`src/drn_pkg.sv`:
```
package drn_pkg;

  // Register indices on the plain register port.
  localparam logic [3:0] ADDR_CTRL      = 4'h0;  // Channel control bits.
  localparam logic [3:0] ADDR_MEM       = 4'h1;  // Memory address (repeat).
  localparam logic [3:0] ADDR_PERI      = 4'h2;  // Peripheral low address.
  localparam logic [3:0] ADDR_RCOUNT    = 4'h3;  // Hold byte [15:8], live byte [7:0].
  localparam logic [3:0] ADDR_SRC_A     = 4'h4;  // Source address, channel A.
  localparam logic [3:0] ADDR_DST_B     = 4'h5;  // Destination address, channel B.
  localparam logic [3:0] ADDR_FCOUNT    = 4'h6;  // Full transfer count.
  localparam logic [3:0] ADDR_STATUS    = 4'h7;  // Block state, read only.

  // Control register bit positions.
  localparam int BIT_TRANSFER_EN  = 0;
  localparam int BIT_REPEAT_EN    = 1;
  localparam int BIT_END_IRQ_EN   = 2;
  localparam int BIT_DIRECTION    = 3;
  localparam int BIT_SIZE         = 4;
  localparam int BIT_INC_DEC      = 5;
  localparam int BIT_FULL_ADDR    = 6;
  localparam int BIT_BLOCK_EN     = 7;
  localparam int BIT_AUTO_REQ     = 8;
  localparam int BIT_BURST        = 9;
  localparam int BIT_SRC_STEP     = 10;  // Source steps when set.
  localparam int BIT_SRC_DEC      = 11;
  localparam int BIT_DST_STEP     = 12;  // Destination steps when set.
  localparam int BIT_DST_DEC      = 13;
  localparam int BIT_TRIG_LO      = 16;  // Repeat trigger enables, 6 bits.
  localparam int CTRL_WIDTH       = 22;

  // Reset values.
  localparam logic [21:0] CTRL_RESET  = 22'h000000;
  localparam logic [23:0] ADDR_RESET  = 24'h000000;
  localparam logic [15:0] COUNT_RESET = 16'h0000;

  // Upper byte of every peripheral-side address.
  localparam logic [7:0]  PERI_HIGH   = 8'hFF;

  // Number of repeat trigger sources: converter end, serial tx, serial rx, timers 0..2.
  localparam int N_TRIG = 6;

  // Channel sequencer states.
  typedef enum logic [1:0] {
    DRN_IDLE,
    DRN_READ,
    DRN_WRITE
  } drn_state_type;

endpackage

```
`src/drn_dma.sv`:
```
// Chosen here: the address-and-strobe port and the register offsets.
`timescale 1ns/10ps
`default_nettype none

// Repeat and normal transfer control of one DMA channel. A move is
// split into a read half and a write half on the system bus, and each
// half waits for the grant. Repeat mode walks a memory pointer against
// a fixed peripheral address and rewinds it after each round. Normal
// mode pairs a source and a destination pointer with a 16-bit count.
module drn_dma (
  input  wire logic        clk,           // System clock, 10 MHz.
  input  wire logic        rst_b,         // Synchronous reset, active low.
  input  wire logic [3:0]  reg_addr,      // Register index.
  input  wire logic [31:0] reg_wdata,     // Write data.
  input  wire logic        reg_wr,        // Write strobe.
  input  wire logic        reg_rd,        // Read strobe.
  output logic      [31:0] reg_rdata,     // Read data, valid the cycle after the strobe.
  input  wire logic [5:0]  trig_in,       // Internal activation pulses.
  input  wire logic        ext_req_b,     // External request, active low.
  input  wire logic        bus_grant,     // Bus granted to this channel.
  output logic             bus_req,       // Bus request.
  output logic [23:0]      bus_addr,      // Bus address.
  output logic             bus_rd,        // Read cycle strobe.
  output logic             bus_wr,        // Write cycle strobe.
  output logic             bus_word,      // Word-sized access.
  output logic [15:0]      bus_wdata,     // Data written.
  input  wire logic [15:0] bus_rdata,     // Data read.
  output logic             end_irq        // Transfer-end interrupt request.
);

  // Control and address registers.
  // Software should stop the channel before rewriting its pointers.
  logic [21:0] ctrl_reg;             // Channel control bits.
  logic [23:0] mem_addr_reg;         // Memory address.
  logic [15:0] peri_addr_reg;        // Peripheral low address.
  logic [7:0]  count_hold_reg;       // Repeat count hold byte.
  logic [7:0]  count_live_reg;       // Repeat counting byte.
  logic [23:0] src_addr_reg;         // Normal-mode source.
  logic [23:0] dst_addr_reg;         // Normal-mode destination.
  logic [15:0] full_count_reg;       // Normal-mode count.
  logic [15:0] data_reg;             // Data held between read and write.
  logic        pending_reg;          // Latched transfer request.
  drn_pkg::drn_state_type state_reg; // Sequencer state.

  // Decoded mode bits and move terms. The mode bits are plain wires from the control register,
  // so a control write takes effect at the very next clock edge.
  logic        enable;               // Channel may move data.
  logic        repeat_mode;          // Repeat operation selected.
  logic        normal_mode;          // Paired full-address operation.
  logic        word_size;            // Moves are 16 bits wide.
  logic [23:0] step;                 // Address stride of one move.
  logic        request;              // A move is asked for this cycle.
  logic        done_move;            // Write half of a move accepted.
  logic        start_move;           // Sequencer leaves idle at this edge when it is in idle.

  // Returns the next address for a stepping pointer.
  // The sum wraps at 24 bits on purpose, so a pointer that runs past
  // either end of the address space comes round to the other end.
  function automatic logic [23:0] step_addr(input logic [23:0] a,
                                            input logic        dec,
                                            input logic [23:0] s);
    step_addr = dec ? a - s : a + s;
  endfunction

  assign enable      = ctrl_reg[drn_pkg::BIT_TRANSFER_EN];
  // The repeat channel runs only with its irq enable clear.
  // Full addressing must be off too, so the two modes never overlap.
  assign repeat_mode = ctrl_reg[drn_pkg::BIT_REPEAT_EN] &
                       ~ctrl_reg[drn_pkg::BIT_END_IRQ_EN] &
                       ~ctrl_reg[drn_pkg::BIT_FULL_ADDR];
  // Channels A and B combine when full addressing is on without block mode.
  assign normal_mode = ctrl_reg[drn_pkg::BIT_FULL_ADDR] &
                       ~ctrl_reg[drn_pkg::BIT_BLOCK_EN];
  assign word_size   = ctrl_reg[drn_pkg::BIT_SIZE];
  // Byte moves step by one, word moves by two.
  // The same bit sets the size of each bus access.
  assign step        = word_size ? 24'h000002 : 24'h000001;

  // Only the sources of the active mode can ask for a move.
  // Masked triggers, and the external pin in repeat mode, are ignored
  // here, so they can never leave a stale pending flag behind.
  // Auto-request keeps the request high for the whole run.
  // Request source depends on mode; a low external input asks in normal mode.
  always_comb begin
    request = 1'b0;
    if (repeat_mode) begin
      request = |(trig_in & ctrl_reg[drn_pkg::BIT_TRIG_LO +: drn_pkg::N_TRIG]);
    end else if (normal_mode) begin
      request = ctrl_reg[drn_pkg::BIT_AUTO_REQ] | ~ext_req_b;
    end
  end

  // The sequencer starts a move when a latched request meets a mode.
  assign start_move = enable && pending_reg && (repeat_mode || normal_mode);

  // A move completes when the write cycle is granted.
  assign done_move = (state_reg == drn_pkg::DRN_WRITE) && bus_grant;

  // Latch requests so a pulse arriving mid-move is kept; the move consumes it.
  // A set has priority over the consume, so a pulse that lands as a
  // move starts is kept for the following move.
  // Clearing the enable drops a waiting request, so a re-enable does
  // not replay a trigger that came while the channel was stopped.
  // Only one request is remembered; extra pulses merge into it.
  always_ff @(posedge clk) begin
    if (!rst_b) begin
      pending_reg <= 1'b0;
    end else if (request && enable) begin
      pending_reg <= 1'b1;
    end else if (state_reg == drn_pkg::DRN_IDLE && pending_reg) begin
      pending_reg <= 1'b0;
    end else if (!enable) begin
      pending_reg <= 1'b0;
    end
  end

  // Sequencer: one read, one write per request.
  // Each half waits in its state until the bus grants it, so wait
  // states of any length stretch the move without losing it.
  always_ff @(posedge clk) begin
    if (!rst_b) begin
      state_reg <= drn_pkg::DRN_IDLE;
    end else begin
      case (state_reg)
        drn_pkg::DRN_IDLE: begin
          if (enable && (repeat_mode || normal_mode) && pending_reg) begin
            state_reg <= drn_pkg::DRN_READ;
          end
        end
        drn_pkg::DRN_READ: begin
          if (bus_grant) begin
            state_reg <= drn_pkg::DRN_WRITE;
          end
        end
        drn_pkg::DRN_WRITE: begin
          if (bus_grant) begin
            state_reg <= drn_pkg::DRN_IDLE;
          end
        end
        default: begin
          // Unused encodings fall back to idle.
          state_reg <= drn_pkg::DRN_IDLE;
        end
      endcase
    end
  end

  // Bus outputs, registered from the next state.
  // Strobes and address stand unchanged until the far side grants the
  // cycle, which lets a slow memory stretch a move.
  always_ff @(posedge clk) begin
    if (!rst_b) begin
      bus_req   <= 1'b0;
      bus_addr  <= drn_pkg::ADDR_RESET;
      bus_rd    <= 1'b0;
      bus_wr    <= 1'b0;
      bus_word  <= 1'b0;
      bus_wdata <= 16'h0000;
    end else begin
      bus_rd <= 1'b0;
      bus_wr <= 1'b0;
      // Cycle steal drops the request between moves; burst with auto-request keeps it.
      // The request rises with the read strobe and falls after the write
      // is granted, unless a burst keeps it for the next move.
      bus_req <= (state_reg == drn_pkg::DRN_IDLE && start_move) ||
                 (state_reg == drn_pkg::DRN_READ) ||
                 (state_reg == drn_pkg::DRN_WRITE && !bus_grant) ||
                 (done_move && normal_mode && ctrl_reg[drn_pkg::BIT_BURST] &&
                  ctrl_reg[drn_pkg::BIT_AUTO_REQ] && full_count_reg != 16'h0001);
      bus_word <= word_size;
      if (state_reg == drn_pkg::DRN_IDLE && enable && pending_reg &&
          (repeat_mode || normal_mode)) begin
        bus_rd <= 1'b1;
        if (normal_mode) begin
          bus_addr <= src_addr_reg;
        end else if (ctrl_reg[drn_pkg::BIT_DIRECTION]) begin
          bus_addr <= {drn_pkg::PERI_HIGH, peri_addr_reg};
        end else begin
          bus_addr <= mem_addr_reg;
        end
      end else if (state_reg == drn_pkg::DRN_READ && bus_grant) begin
        bus_wr    <= 1'b1;
        bus_wdata <= bus_rdata;
        if (normal_mode) begin
          bus_addr <= dst_addr_reg;
        end else if (ctrl_reg[drn_pkg::BIT_DIRECTION]) begin
          bus_addr <= mem_addr_reg;
        end else begin
          bus_addr <= {drn_pkg::PERI_HIGH, peri_addr_reg};
        end
      end else if (state_reg != drn_pkg::DRN_IDLE && !bus_grant) begin
        bus_rd <= bus_rd;
        bus_wr <= bus_wr;
      end
    end
  end

  // Data captured from the read cycle.
  // The copy is kept for the status register as a debug aid.
  always_ff @(posedge clk) begin
    if (!rst_b) begin
      data_reg <= 16'h0000;
    end else if (state_reg == drn_pkg::DRN_READ && bus_grant) begin
      data_reg <= bus_rdata;
    end
  end

  // Control register; hardware clears the enable at normal-mode end.
  // A software write wins over that clear in the same cycle, so a fresh
  // start written at the last move is not lost. Repeat mode never
  // clears the enable by itself; only software stops it.
  always_ff @(posedge clk) begin
    if (!rst_b) begin
      ctrl_reg <= drn_pkg::CTRL_RESET;
    end else if (reg_wr && reg_addr == drn_pkg::ADDR_CTRL) begin
      ctrl_reg <= reg_wdata[drn_pkg::CTRL_WIDTH-1:0];
    end else if (done_move && normal_mode && full_count_reg == 16'h0001) begin
      ctrl_reg[drn_pkg::BIT_TRANSFER_EN] <= 1'b0;
    end
  end

  // Repeat-mode memory address and counts; state is kept across disable.
  // Nothing here looks at the enable bit, so a re-enable resumes with
  // the next address and the remaining count.
  // The reload happens on the last move of a round, when the live byte
  // reads one; the address then rewinds by the span of the round.
  always_ff @(posedge clk) begin
    if (!rst_b) begin
      mem_addr_reg   <= drn_pkg::ADDR_RESET;
      count_hold_reg <= drn_pkg::COUNT_RESET[7:0];
      count_live_reg <= drn_pkg::COUNT_RESET[7:0];
    end else if (reg_wr && reg_addr == drn_pkg::ADDR_MEM) begin
      mem_addr_reg <= reg_wdata[23:0];
    end else if (reg_wr && reg_addr == drn_pkg::ADDR_RCOUNT) begin
      count_hold_reg <= reg_wdata[15:8];
      count_live_reg <= reg_wdata[7:0];
    end else if (done_move && repeat_mode) begin
      if (count_live_reg == 8'h01) begin
        // Last move of the round: reload counter, rewind address.
        // A hold byte of zero stands for a round of 256 moves.
        count_live_reg <= count_hold_reg;
        mem_addr_reg <= step_addr(step_addr(mem_addr_reg,
                                            ctrl_reg[drn_pkg::BIT_INC_DEC], step),
                                  ~ctrl_reg[drn_pkg::BIT_INC_DEC],
                                  (count_hold_reg == 8'h00) ?
                                    (step << 8) :
                                    step * {16'h0000, count_hold_reg});
      end else begin
        // A zero live count wraps to 255, giving 256 moves in a round.
        count_live_reg <= count_live_reg - 8'h01;
        mem_addr_reg <= step_addr(mem_addr_reg,
                                  ctrl_reg[drn_pkg::BIT_INC_DEC], step);
      end
    end
  end

  // Peripheral low address, fixed during transfers.
  // Only software changes it; moves never step this pointer.
  always_ff @(posedge clk) begin
    if (!rst_b) begin
      peri_addr_reg <= drn_pkg::COUNT_RESET;
    end else if (reg_wr && reg_addr == drn_pkg::ADDR_PERI) begin
      peri_addr_reg <= reg_wdata[15:0];
    end
  end

  // Normal-mode pointers and count.
  // They update on the write grant of each move. A register write in
  // the same cycle wins, so software always sees its own value.
  // Each pointer has its own step and direction bits.
  // A zero count is legal and means the longest run.
  always_ff @(posedge clk) begin
    if (!rst_b) begin
      src_addr_reg   <= drn_pkg::ADDR_RESET;
      dst_addr_reg   <= drn_pkg::ADDR_RESET;
      full_count_reg <= drn_pkg::COUNT_RESET;
    end else begin
      if (reg_wr && reg_addr == drn_pkg::ADDR_SRC_A) begin
        src_addr_reg <= reg_wdata[23:0];
      end else if (done_move && normal_mode && ctrl_reg[drn_pkg::BIT_SRC_STEP]) begin
        src_addr_reg <= step_addr(src_addr_reg, ctrl_reg[drn_pkg::BIT_SRC_DEC], step);
      end
      if (reg_wr && reg_addr == drn_pkg::ADDR_DST_B) begin
        dst_addr_reg <= reg_wdata[23:0];
      end else if (done_move && normal_mode && ctrl_reg[drn_pkg::BIT_DST_STEP]) begin
        dst_addr_reg <= step_addr(dst_addr_reg, ctrl_reg[drn_pkg::BIT_DST_DEC], step);
      end
      if (reg_wr && reg_addr == drn_pkg::ADDR_FCOUNT) begin
        full_count_reg <= reg_wdata[15:0];
      end else if (done_move && normal_mode) begin
        // Zero wraps to FFFF so a zero start runs 65536 moves.
        full_count_reg <= full_count_reg - 16'h0001;
      end
    end
  end

  // End interrupt only from normal mode; repeat mode never raises it.
  // The request is a level. The end event wins over a clearing write
  // in the same cycle, so a completion is never lost.
  always_ff @(posedge clk) begin
    if (!rst_b) begin
      end_irq <= 1'b0;
    end else if (done_move && normal_mode && full_count_reg == 16'h0001 &&
                 ctrl_reg[drn_pkg::BIT_END_IRQ_EN]) begin
      end_irq <= 1'b1;
    end else if (reg_wr && reg_addr == drn_pkg::ADDR_CTRL &&
                 !reg_wdata[drn_pkg::BIT_END_IRQ_EN]) begin
      end_irq <= 1'b0;
    end
  end

  // Register read port, data one cycle after the strobe.
  // Data stand for exactly one cycle and are zero otherwise, so a
  // stale value is never taken for a fresh read.
  always_ff @(posedge clk) begin
    if (!rst_b) begin
      reg_rdata <= 32'h00000000;
    end else if (reg_rd) begin
      if (reg_addr == drn_pkg::ADDR_CTRL) begin
        reg_rdata <= {10'h000, ctrl_reg};
      end else if (reg_addr == drn_pkg::ADDR_MEM) begin
        reg_rdata <= {8'h00, mem_addr_reg};
      end else if (reg_addr == drn_pkg::ADDR_PERI) begin
        reg_rdata <= {16'h0000, peri_addr_reg};
      end else if (reg_addr == drn_pkg::ADDR_RCOUNT) begin
        reg_rdata <= {16'h0000, count_hold_reg, count_live_reg};
      end else if (reg_addr == drn_pkg::ADDR_SRC_A) begin
        reg_rdata <= {8'h00, src_addr_reg};
      end else if (reg_addr == drn_pkg::ADDR_DST_B) begin
        reg_rdata <= {8'h00, dst_addr_reg};
      end else if (reg_addr == drn_pkg::ADDR_FCOUNT) begin
        reg_rdata <= {16'h0000, full_count_reg};
      end else if (reg_addr == drn_pkg::ADDR_STATUS) begin
        reg_rdata <= {12'h000, data_reg, pending_reg, normal_mode, repeat_mode, 1'b0};
      end else begin
        reg_rdata <= 32'h00000000;
      end
    end else begin
      reg_rdata <= 32'h00000000;
    end
  end

endmodule

`default_nettype wire

```
`config.mk`:
```
export PLATFORM = sky130hd
export DESIGN_NAME = drn_dma
export DESIGN_NICKNAME = d
export VERILOG_FILES = /design/src/drn_pkg.sv /design/src/drn_dma.sv
export SDC_FILE = /design/constraint.sdc
export NUM_CORES = 1
export LEC_CHECK = 0
export BUFFER_PORTS_ARGS = -buffer_cell sky130_fd_sc_hd__buf_2
export CORE_MARGIN = 5
export CORE_UTILIZATION = 60
export DETAILED_ROUTE_END_ITERATION = 6
export PLACE_DENSITY = 0.8
export SLEW_MARGIN = 40
export SYNTH_ARGS = -nofsm -noshare
export SYNTH_HDL_FRONTEND = slang
export SYNTH_SLANG_ARGS = --single-unit
```
`constraint.sdc`:
```
create_clock -name clk -period 5.7 [get_ports clk]
set_clock_uncertainty 0.05 [all_clocks]
set_input_delay 0.57 -clock clk [delete_from_list [all_inputs] [get_ports clk]]
set_output_delay 0.57 -clock clk [all_outputs]
set_load 0.02 [all_outputs]
```
==> results.toml, run 1 <==
[critical_path]
cp_num_buf_inv = 0
critPathRequiredTime_ns = 6.11
arrival_ns = 5.52
critPathSlowestCell = "dfxtp_1"
slowest_delay_ns = 0.59
path_class = "reg -> reg"
critPathCaptureType = "flip-flop"
path_cells = "mux2_2 > ha_1 > o21ai_1 > and4_1 > nand2_1 > nor2_1 > a21oi_1 > ha_1 > a21o_1 > a211o_1 > a41o_1 > or3_4 > a21o_1 > a21oi_2 > xor2_1 > o211ai_1 > o211ai_2 > a21oi_1"
cp_max_fo = 7
startpoint_type = "flip-flop"
cp_top_family = "compound AO/OA/AOI/OAI gates"

[yosys]
ys_seq_elements = 230
syn_avg_cell_area_sq_um = 7.480
synth_cells = 2131
synth_warnings = 0
async_reset_ff_share_pct = 0
synth_flop_cell = "dfxtp_1"
synth_cell_types = 90
seq_area_frac_synth_pct = 28.89
syn_area_sq_mm = 0.01594
synth_edf_count = 0

[grt]
grt_pass1_vias = 15544
antenna_found_initial = 2
grt.overflow.total = 0
grt_pass1_wl_mm = 89.46
grt_use_met3_pct = 9.105
grtUsageMet1_pct = 49.25
gr-usage-all-layers_pct = 37.10
grt_max_degree = 163
grt.busiest_layer = "met2"
gr-usage-met2_pct = 56.55

[cells_and_area]
final_nets = 2345
fin_util_pct = 67.68
final_cell_mix = "nand2_1, a21oi_1, dfxtp_1, nor2_1, buf_2"
drive_gt1_share_pct = 11.96
design_area_sq_mm = 0.01769
syn_to_final_growth_pct = 10.96
final_common_cell = "nand2_1"
diodes = 0

[clocking]
cts-root-buf = "clkbuf_16"
clkLatencyLatePin_ns = 0.54
ctsResizeCount = 0
ctsHoldBuffers = 0
clkTransAtPathRegs_ns = 0.06
numCtsBuffers = 27
post_cts.repair.setup_buffers = 0
cts_tree = "done"
clock_path_buffers = 3
h-tree-depth = 1
clock-sinks = 230

[route]
ant_nets = 0
drc = 0
totalWireLength_mm = 58.45
via_per_inst = 6.667
vias = 16894
dr.pass1.iters = 6
wl_per_cell_um = 23.07
drt-initial-drc-count = 1981

[floorplan]
start_util_pct = 61.00
num_rows = 59
die_w_um = 173.0
ioPinCount = 141
design.die.area_sq_mm = 0.02993
die_h_um = 173.0
core-area_sq_mm = 0.02613

[sta]
worst_slew_pin_slew_ns = 0.9013
fmax_mhz = 195.6
setup_ws_ns = 0.5878
holdWs_ns = 0.2413
drv_slew = 0
grt_setup_unrepaired = "false"
hold_viol_final = 0
setup_violations = 0
tns_ns = 0
slew-limit-headroom_pct = 39.91
min_period_ns = 5.112
finalCritPeriodShare_pct = 89.69

[pwr]
p_leak_nw = 6.949
powerDensity_mw_per_mm2 = 226.1
peakVddDrop_uv = 216.6

[placement]
dpl_cell_area_sq_mm = 0.01670
pre_cts_ws_ns = 0.7314
io_buffers = 124
place_congestion = 1.020
place_hpwl_mm = 41.81

[outcome]
status = "completed"

[flow_run]
maxCapViolCount = 0

[min_path]
hold_class = "in -> reg"
-- cell families (layout without fill, tap and decap cells) --
group | Yosys count | after routing | share of synthesized area [%]
AND/OR/NAND/NOR | 747 | 747 | 20.76
AO/OA/AOI/OAI | 740 | 740 | 29.91
flip-flops | 230 | 230 | 28.89
buffers and inverters | 182 | 242 | 4.568
adder cells (fa/ha/maj) | 102 | 102 | 8.195
XOR/XNOR | 101 | 101 | 5.549
multiplexers | 28 | 28 | 2.104
other | 1 | 9 | 0.02353
-- synth_stat cells (14+ instances only) --
cell	number	share of area, %
nor3_1	49	1.5
nand2b_1	27	1.1
a211oi_1	51	2.4
a21oi_1	289	9.1
nand3_1	20	0.63
nor2b_1	34	1.3
dfxtp_1	230	29
ha_1	98	7.7
xnor2_1	72	4.0
mux2_2	14	0.99
xor2_1	29	1.6
o21ai_1	15	0.47
o211ai_1	39	1.8
inv_1	37	0.87
clkbuf_1	112	2.6
a21o_1	30	1.4
o21ai_0	110	3.5
a31oi_1	14	0.55
a311oi_1	45	2.5
nor2_1	174	4.1
a22oi_1	36	1.7
nand2_1	360	8.5
-- per-stage QoR --
stage,total power (W),std cells
finish,0.003999,2534
global route,0.004114,2534
CTS,0.003988,2534
detailed placement,0.002126,2485
global placement,0.002118,2484
floorplan,0.001982,2139
-- per-layer routing --
metal	vias to the layer above	share of wire, %
li1	7794	-
met1	7905	40
met2	992	43
met3	201	11
met4	2	6.0
met5	-	0.021
-- path summary, 6_finish.rpt --
kind / from / to / slack (ns) / cells past startpoint
setup / recovery: ctrl_reg[4] / mem_addr_reg[17] / 0.59 / 18
hold / removal: bus_rdata[6] / data_reg[6] / 0.24 / 3
setup reg to reg: ctrl_reg[4] / mem_addr_reg[17] / 0.59 / 18
hold reg to reg: bus_wdata[14] / bus_wdata[14] / 0.40 / 2
-- tightest hold or removal path: stages --
cell and delay (ns):
buf_2 0.10, nand2_1 0.06, a21oi_1 0.05
-- power breakdown --
group	internal, W	switching (W)	total [W]	leakage (nW)
sequential	0.00163	0.0000283	0.00165	1.86
clock	0.00117	0.000720	0.00189	0.473
combinational	0.000154	0.000301	0.000455	4.62
-- final cells by class --
type                    count  area [sq um]
clock buffers              35         765.7
flip-flops and latches    230          4606
well taps                 335         419.2
clock inverters            14         206.4
fillers                  2288          8446
inverters                  40         152.6
repair buffers            153         850.8
multi-input cells        1727         10690
No activity file was read; power rests on OpenSTA's default activity.
==> run 2, diff against run 1 <==
- BUFFER_PORTS_ARGS: -buffer_cell sky130_fd_sc_hd__buf_2 -> not set
- CELL_PAD_IN_SITES_DETAIL_PLACEMENT: not set -> 1
- CELL_PAD_IN_SITES_GLOBAL_PLACEMENT: not set -> 2
- CORE_UTILIZATION: 60 -> 38
- DONT_BUFFER_PORTS: not set -> 1
- PLACE_DENSITY: 0.8 -> not set
- PLACE_DENSITY_LB_ADDON: not set -> 0.1
==> results.toml, run 2 (same netlist as run 1, synthesis figures left out) <==
[min_path]
min_path_cells = 2
whs_endpoint = "bus_wr"
min_from = "rst_b"
hold_class = "in -> reg"

[sta]
finalCritPeriodShare_pct = 89.27
fmax_mhz = 196.5
tns_ns = 0
worst_slew_pin_slew_ns = 0.8693
hold_viol_final = 0
slew-limit-headroom_pct = 41.66
grt_setup_unrepaired = "false"
min_period_ns = 5.088
setup_violations = 0
drv_slew = 0

[cells_and_area]
design_area_sq_mm = 0.01747
drive_gt1_share_pct = 7.611
diodes = 0
final_common_cell = "nand2_1"
final_nets = 2233
final_cell_mix = "nand2_1, a21oi_1, dfxtp_1, nor2_1, o21ai_0"
syn_to_final_growth_pct = 9.584

[route]
via_per_inst = 6.088
drt-initial-drc-count = 1233
vias = 15998
wl_per_cell_um = 25.44
totalWireLength_mm = 66.86
dr.pass1.iters = 5
ant_nets = 0
drc = 0

[grt]
grt.overflow.total = 0
grt_max_degree = 102
antenna_found_initial = 1
gr-usage-all-layers_pct = 27.72
grt_pass1_wl_mm = 101.1
grt_pass1_vias = 15950

[clocking]
clock-sinks = 230
cts_tree = "done"
numCtsBuffers = 30
clkLatencyLatePin_ns = 0.58
post_cts.repair.setup_buffers = 0
clkTransAtPathRegs_ns = 0.06
ctsHoldBuffers = 0
ctsResizeCount = 0
h-tree-depth = 1
clock_path_buffers = 3
cts-root-buf = "clkbuf_16"

[pwr]
combPwrFrac_pct = 9.6
clkPwrFrac_pct = 49.1
p_leak_nw = 6.420
netSwitchingFraction_pct = 27.10
p_sw_w = 0.001087
p_int_w = 0.002924
peakVddDrop_uv = 157.2
powerDensity_mw_per_mm2 = 229.6
p_seq_share_pct = 41.3

[floorplan]
design.die.area_sq_mm = 0.04614
die_h_um = 214.8
ioPinCount = 141
die_w_um = 214.8
core-area_sq_mm = 0.04176
start_util_pct = 38.17
num_rows = 75

[critical_path]
critPathCaptureType = "flip-flop"
path_class = "reg -> reg"
arrival_ns = 5.53
ff2ff_path_depth = 19
reg2reg_from = "ctrl_reg[4]"
startpoint_type = "flip-flop"
cp_max_fo = 8
r2r-end = "mem_addr_reg[17]"
critPathRequiredTime_ns = 6.15
r2r_setup_slack_ns = 0.61
crit_start = "ctrl_reg[4]"

[flow_run]
maxCapViolCount = 0

[placement]
place_hpwl_mm = 48.73
place_congestion = 0.9220
dpl_cell_area_sq_mm = 0.01643
io_buffers = 0

[outcome]
status = "completed"
[run 2: cell types whose count changed in the layout (fill, tap and decap cells not counted), moves of 3 or more]
cell and delta:
buf_2 -124, buf_4 +10, clkbuf_16 +4, clkbuf_8 -4, clkinvlp_4 +3, inv_6 +3, nand2_1 -3
[run 2: area by class of cell]
| type | count | area (sq um) |
|---|---|---|
| tap | 539 | 674.4 |
| clock inverter | 19 | 200.2 |
| multi-input combinational | 1727 | 10730 |
| inverter | 40 | 157.7 |
| sequential | 230 | 4606 |
| fill | 5146 | 24290 |
| timing repair buffer | 38 | 285.3 |
| clock buffer | 35 | 810.8 |
[run 2: worst max path at each step]
stage | end | cells after the start
global placement | mem_addr_reg[17] | 21
CTS | mem_addr_reg[17] | 19
detailed placement | mem_addr_reg[17] | 19
global route | mem_addr_reg[20] | 20
floorplan | mem_addr_reg[17] | 22
finish | mem_addr_reg[17] | 19
[run 2: per-stage QoR]
step	setup WS [ns]	instances	total power (W)	hold slack, ns	util, %
after floorplan	0.6064	2139	0.001982	0.3822	-
after global placement	0.6894	2574	0.002063	0.3917	39.25
after detailed placement	0.6188	2574	0.002073	0.4011	39.34
after CTS	0.6172	2628	0.004047	0.03973	41.76
after global routing	0.2148	2628	0.004167	0.05656	41.83
final	0.6116	2628	0.004011	0.07148	41.83
[run 2: power groups by stage]
stage | clock network (W) | registers, W | logic [W]
global route | 0.00208 | 0.00166 | 0.000426
floorplan | 0 | 0.00168 | 0.000304
global placement | 0 | 0.00169 | 0.000373
CTS | 0.00201 | 0.00165 | 0.000385
finish | 0.00197 | 0.00166 | 0.000386
detailed placement | 0 | 0.00169 | 0.000383
[run 2: worst max-delay path, stage by stage (launching register included)]
cell and delay (ns):
dfxtp_1 0.56, buf_4 0.23, mux2_2 0.33, ha_1 0.34, o21ai_1 0.28, and4_1 0.29
nand2_1 0.09, nor2_1 0.21, a21oi_1 0.18, ha_1 0.40, a21o_1 0.23, a211o_1 0.29
a41o_1 0.25, or3_4 0.38, a21o_1 0.20, a21oi_2 0.14, xor2_1 0.08, o211ai_1 0.23
o211ai_2 0.11, a21oi_1 0.14
[run 2: metal layers]
metal | part of all wire (%) | GRT usage, %
met3 | 6.4 | 4.616
met1 | 45 | 38.00
met2 | 45 | 45.00
met5 | 0 | 0
met4 | 3.2 | 8.246
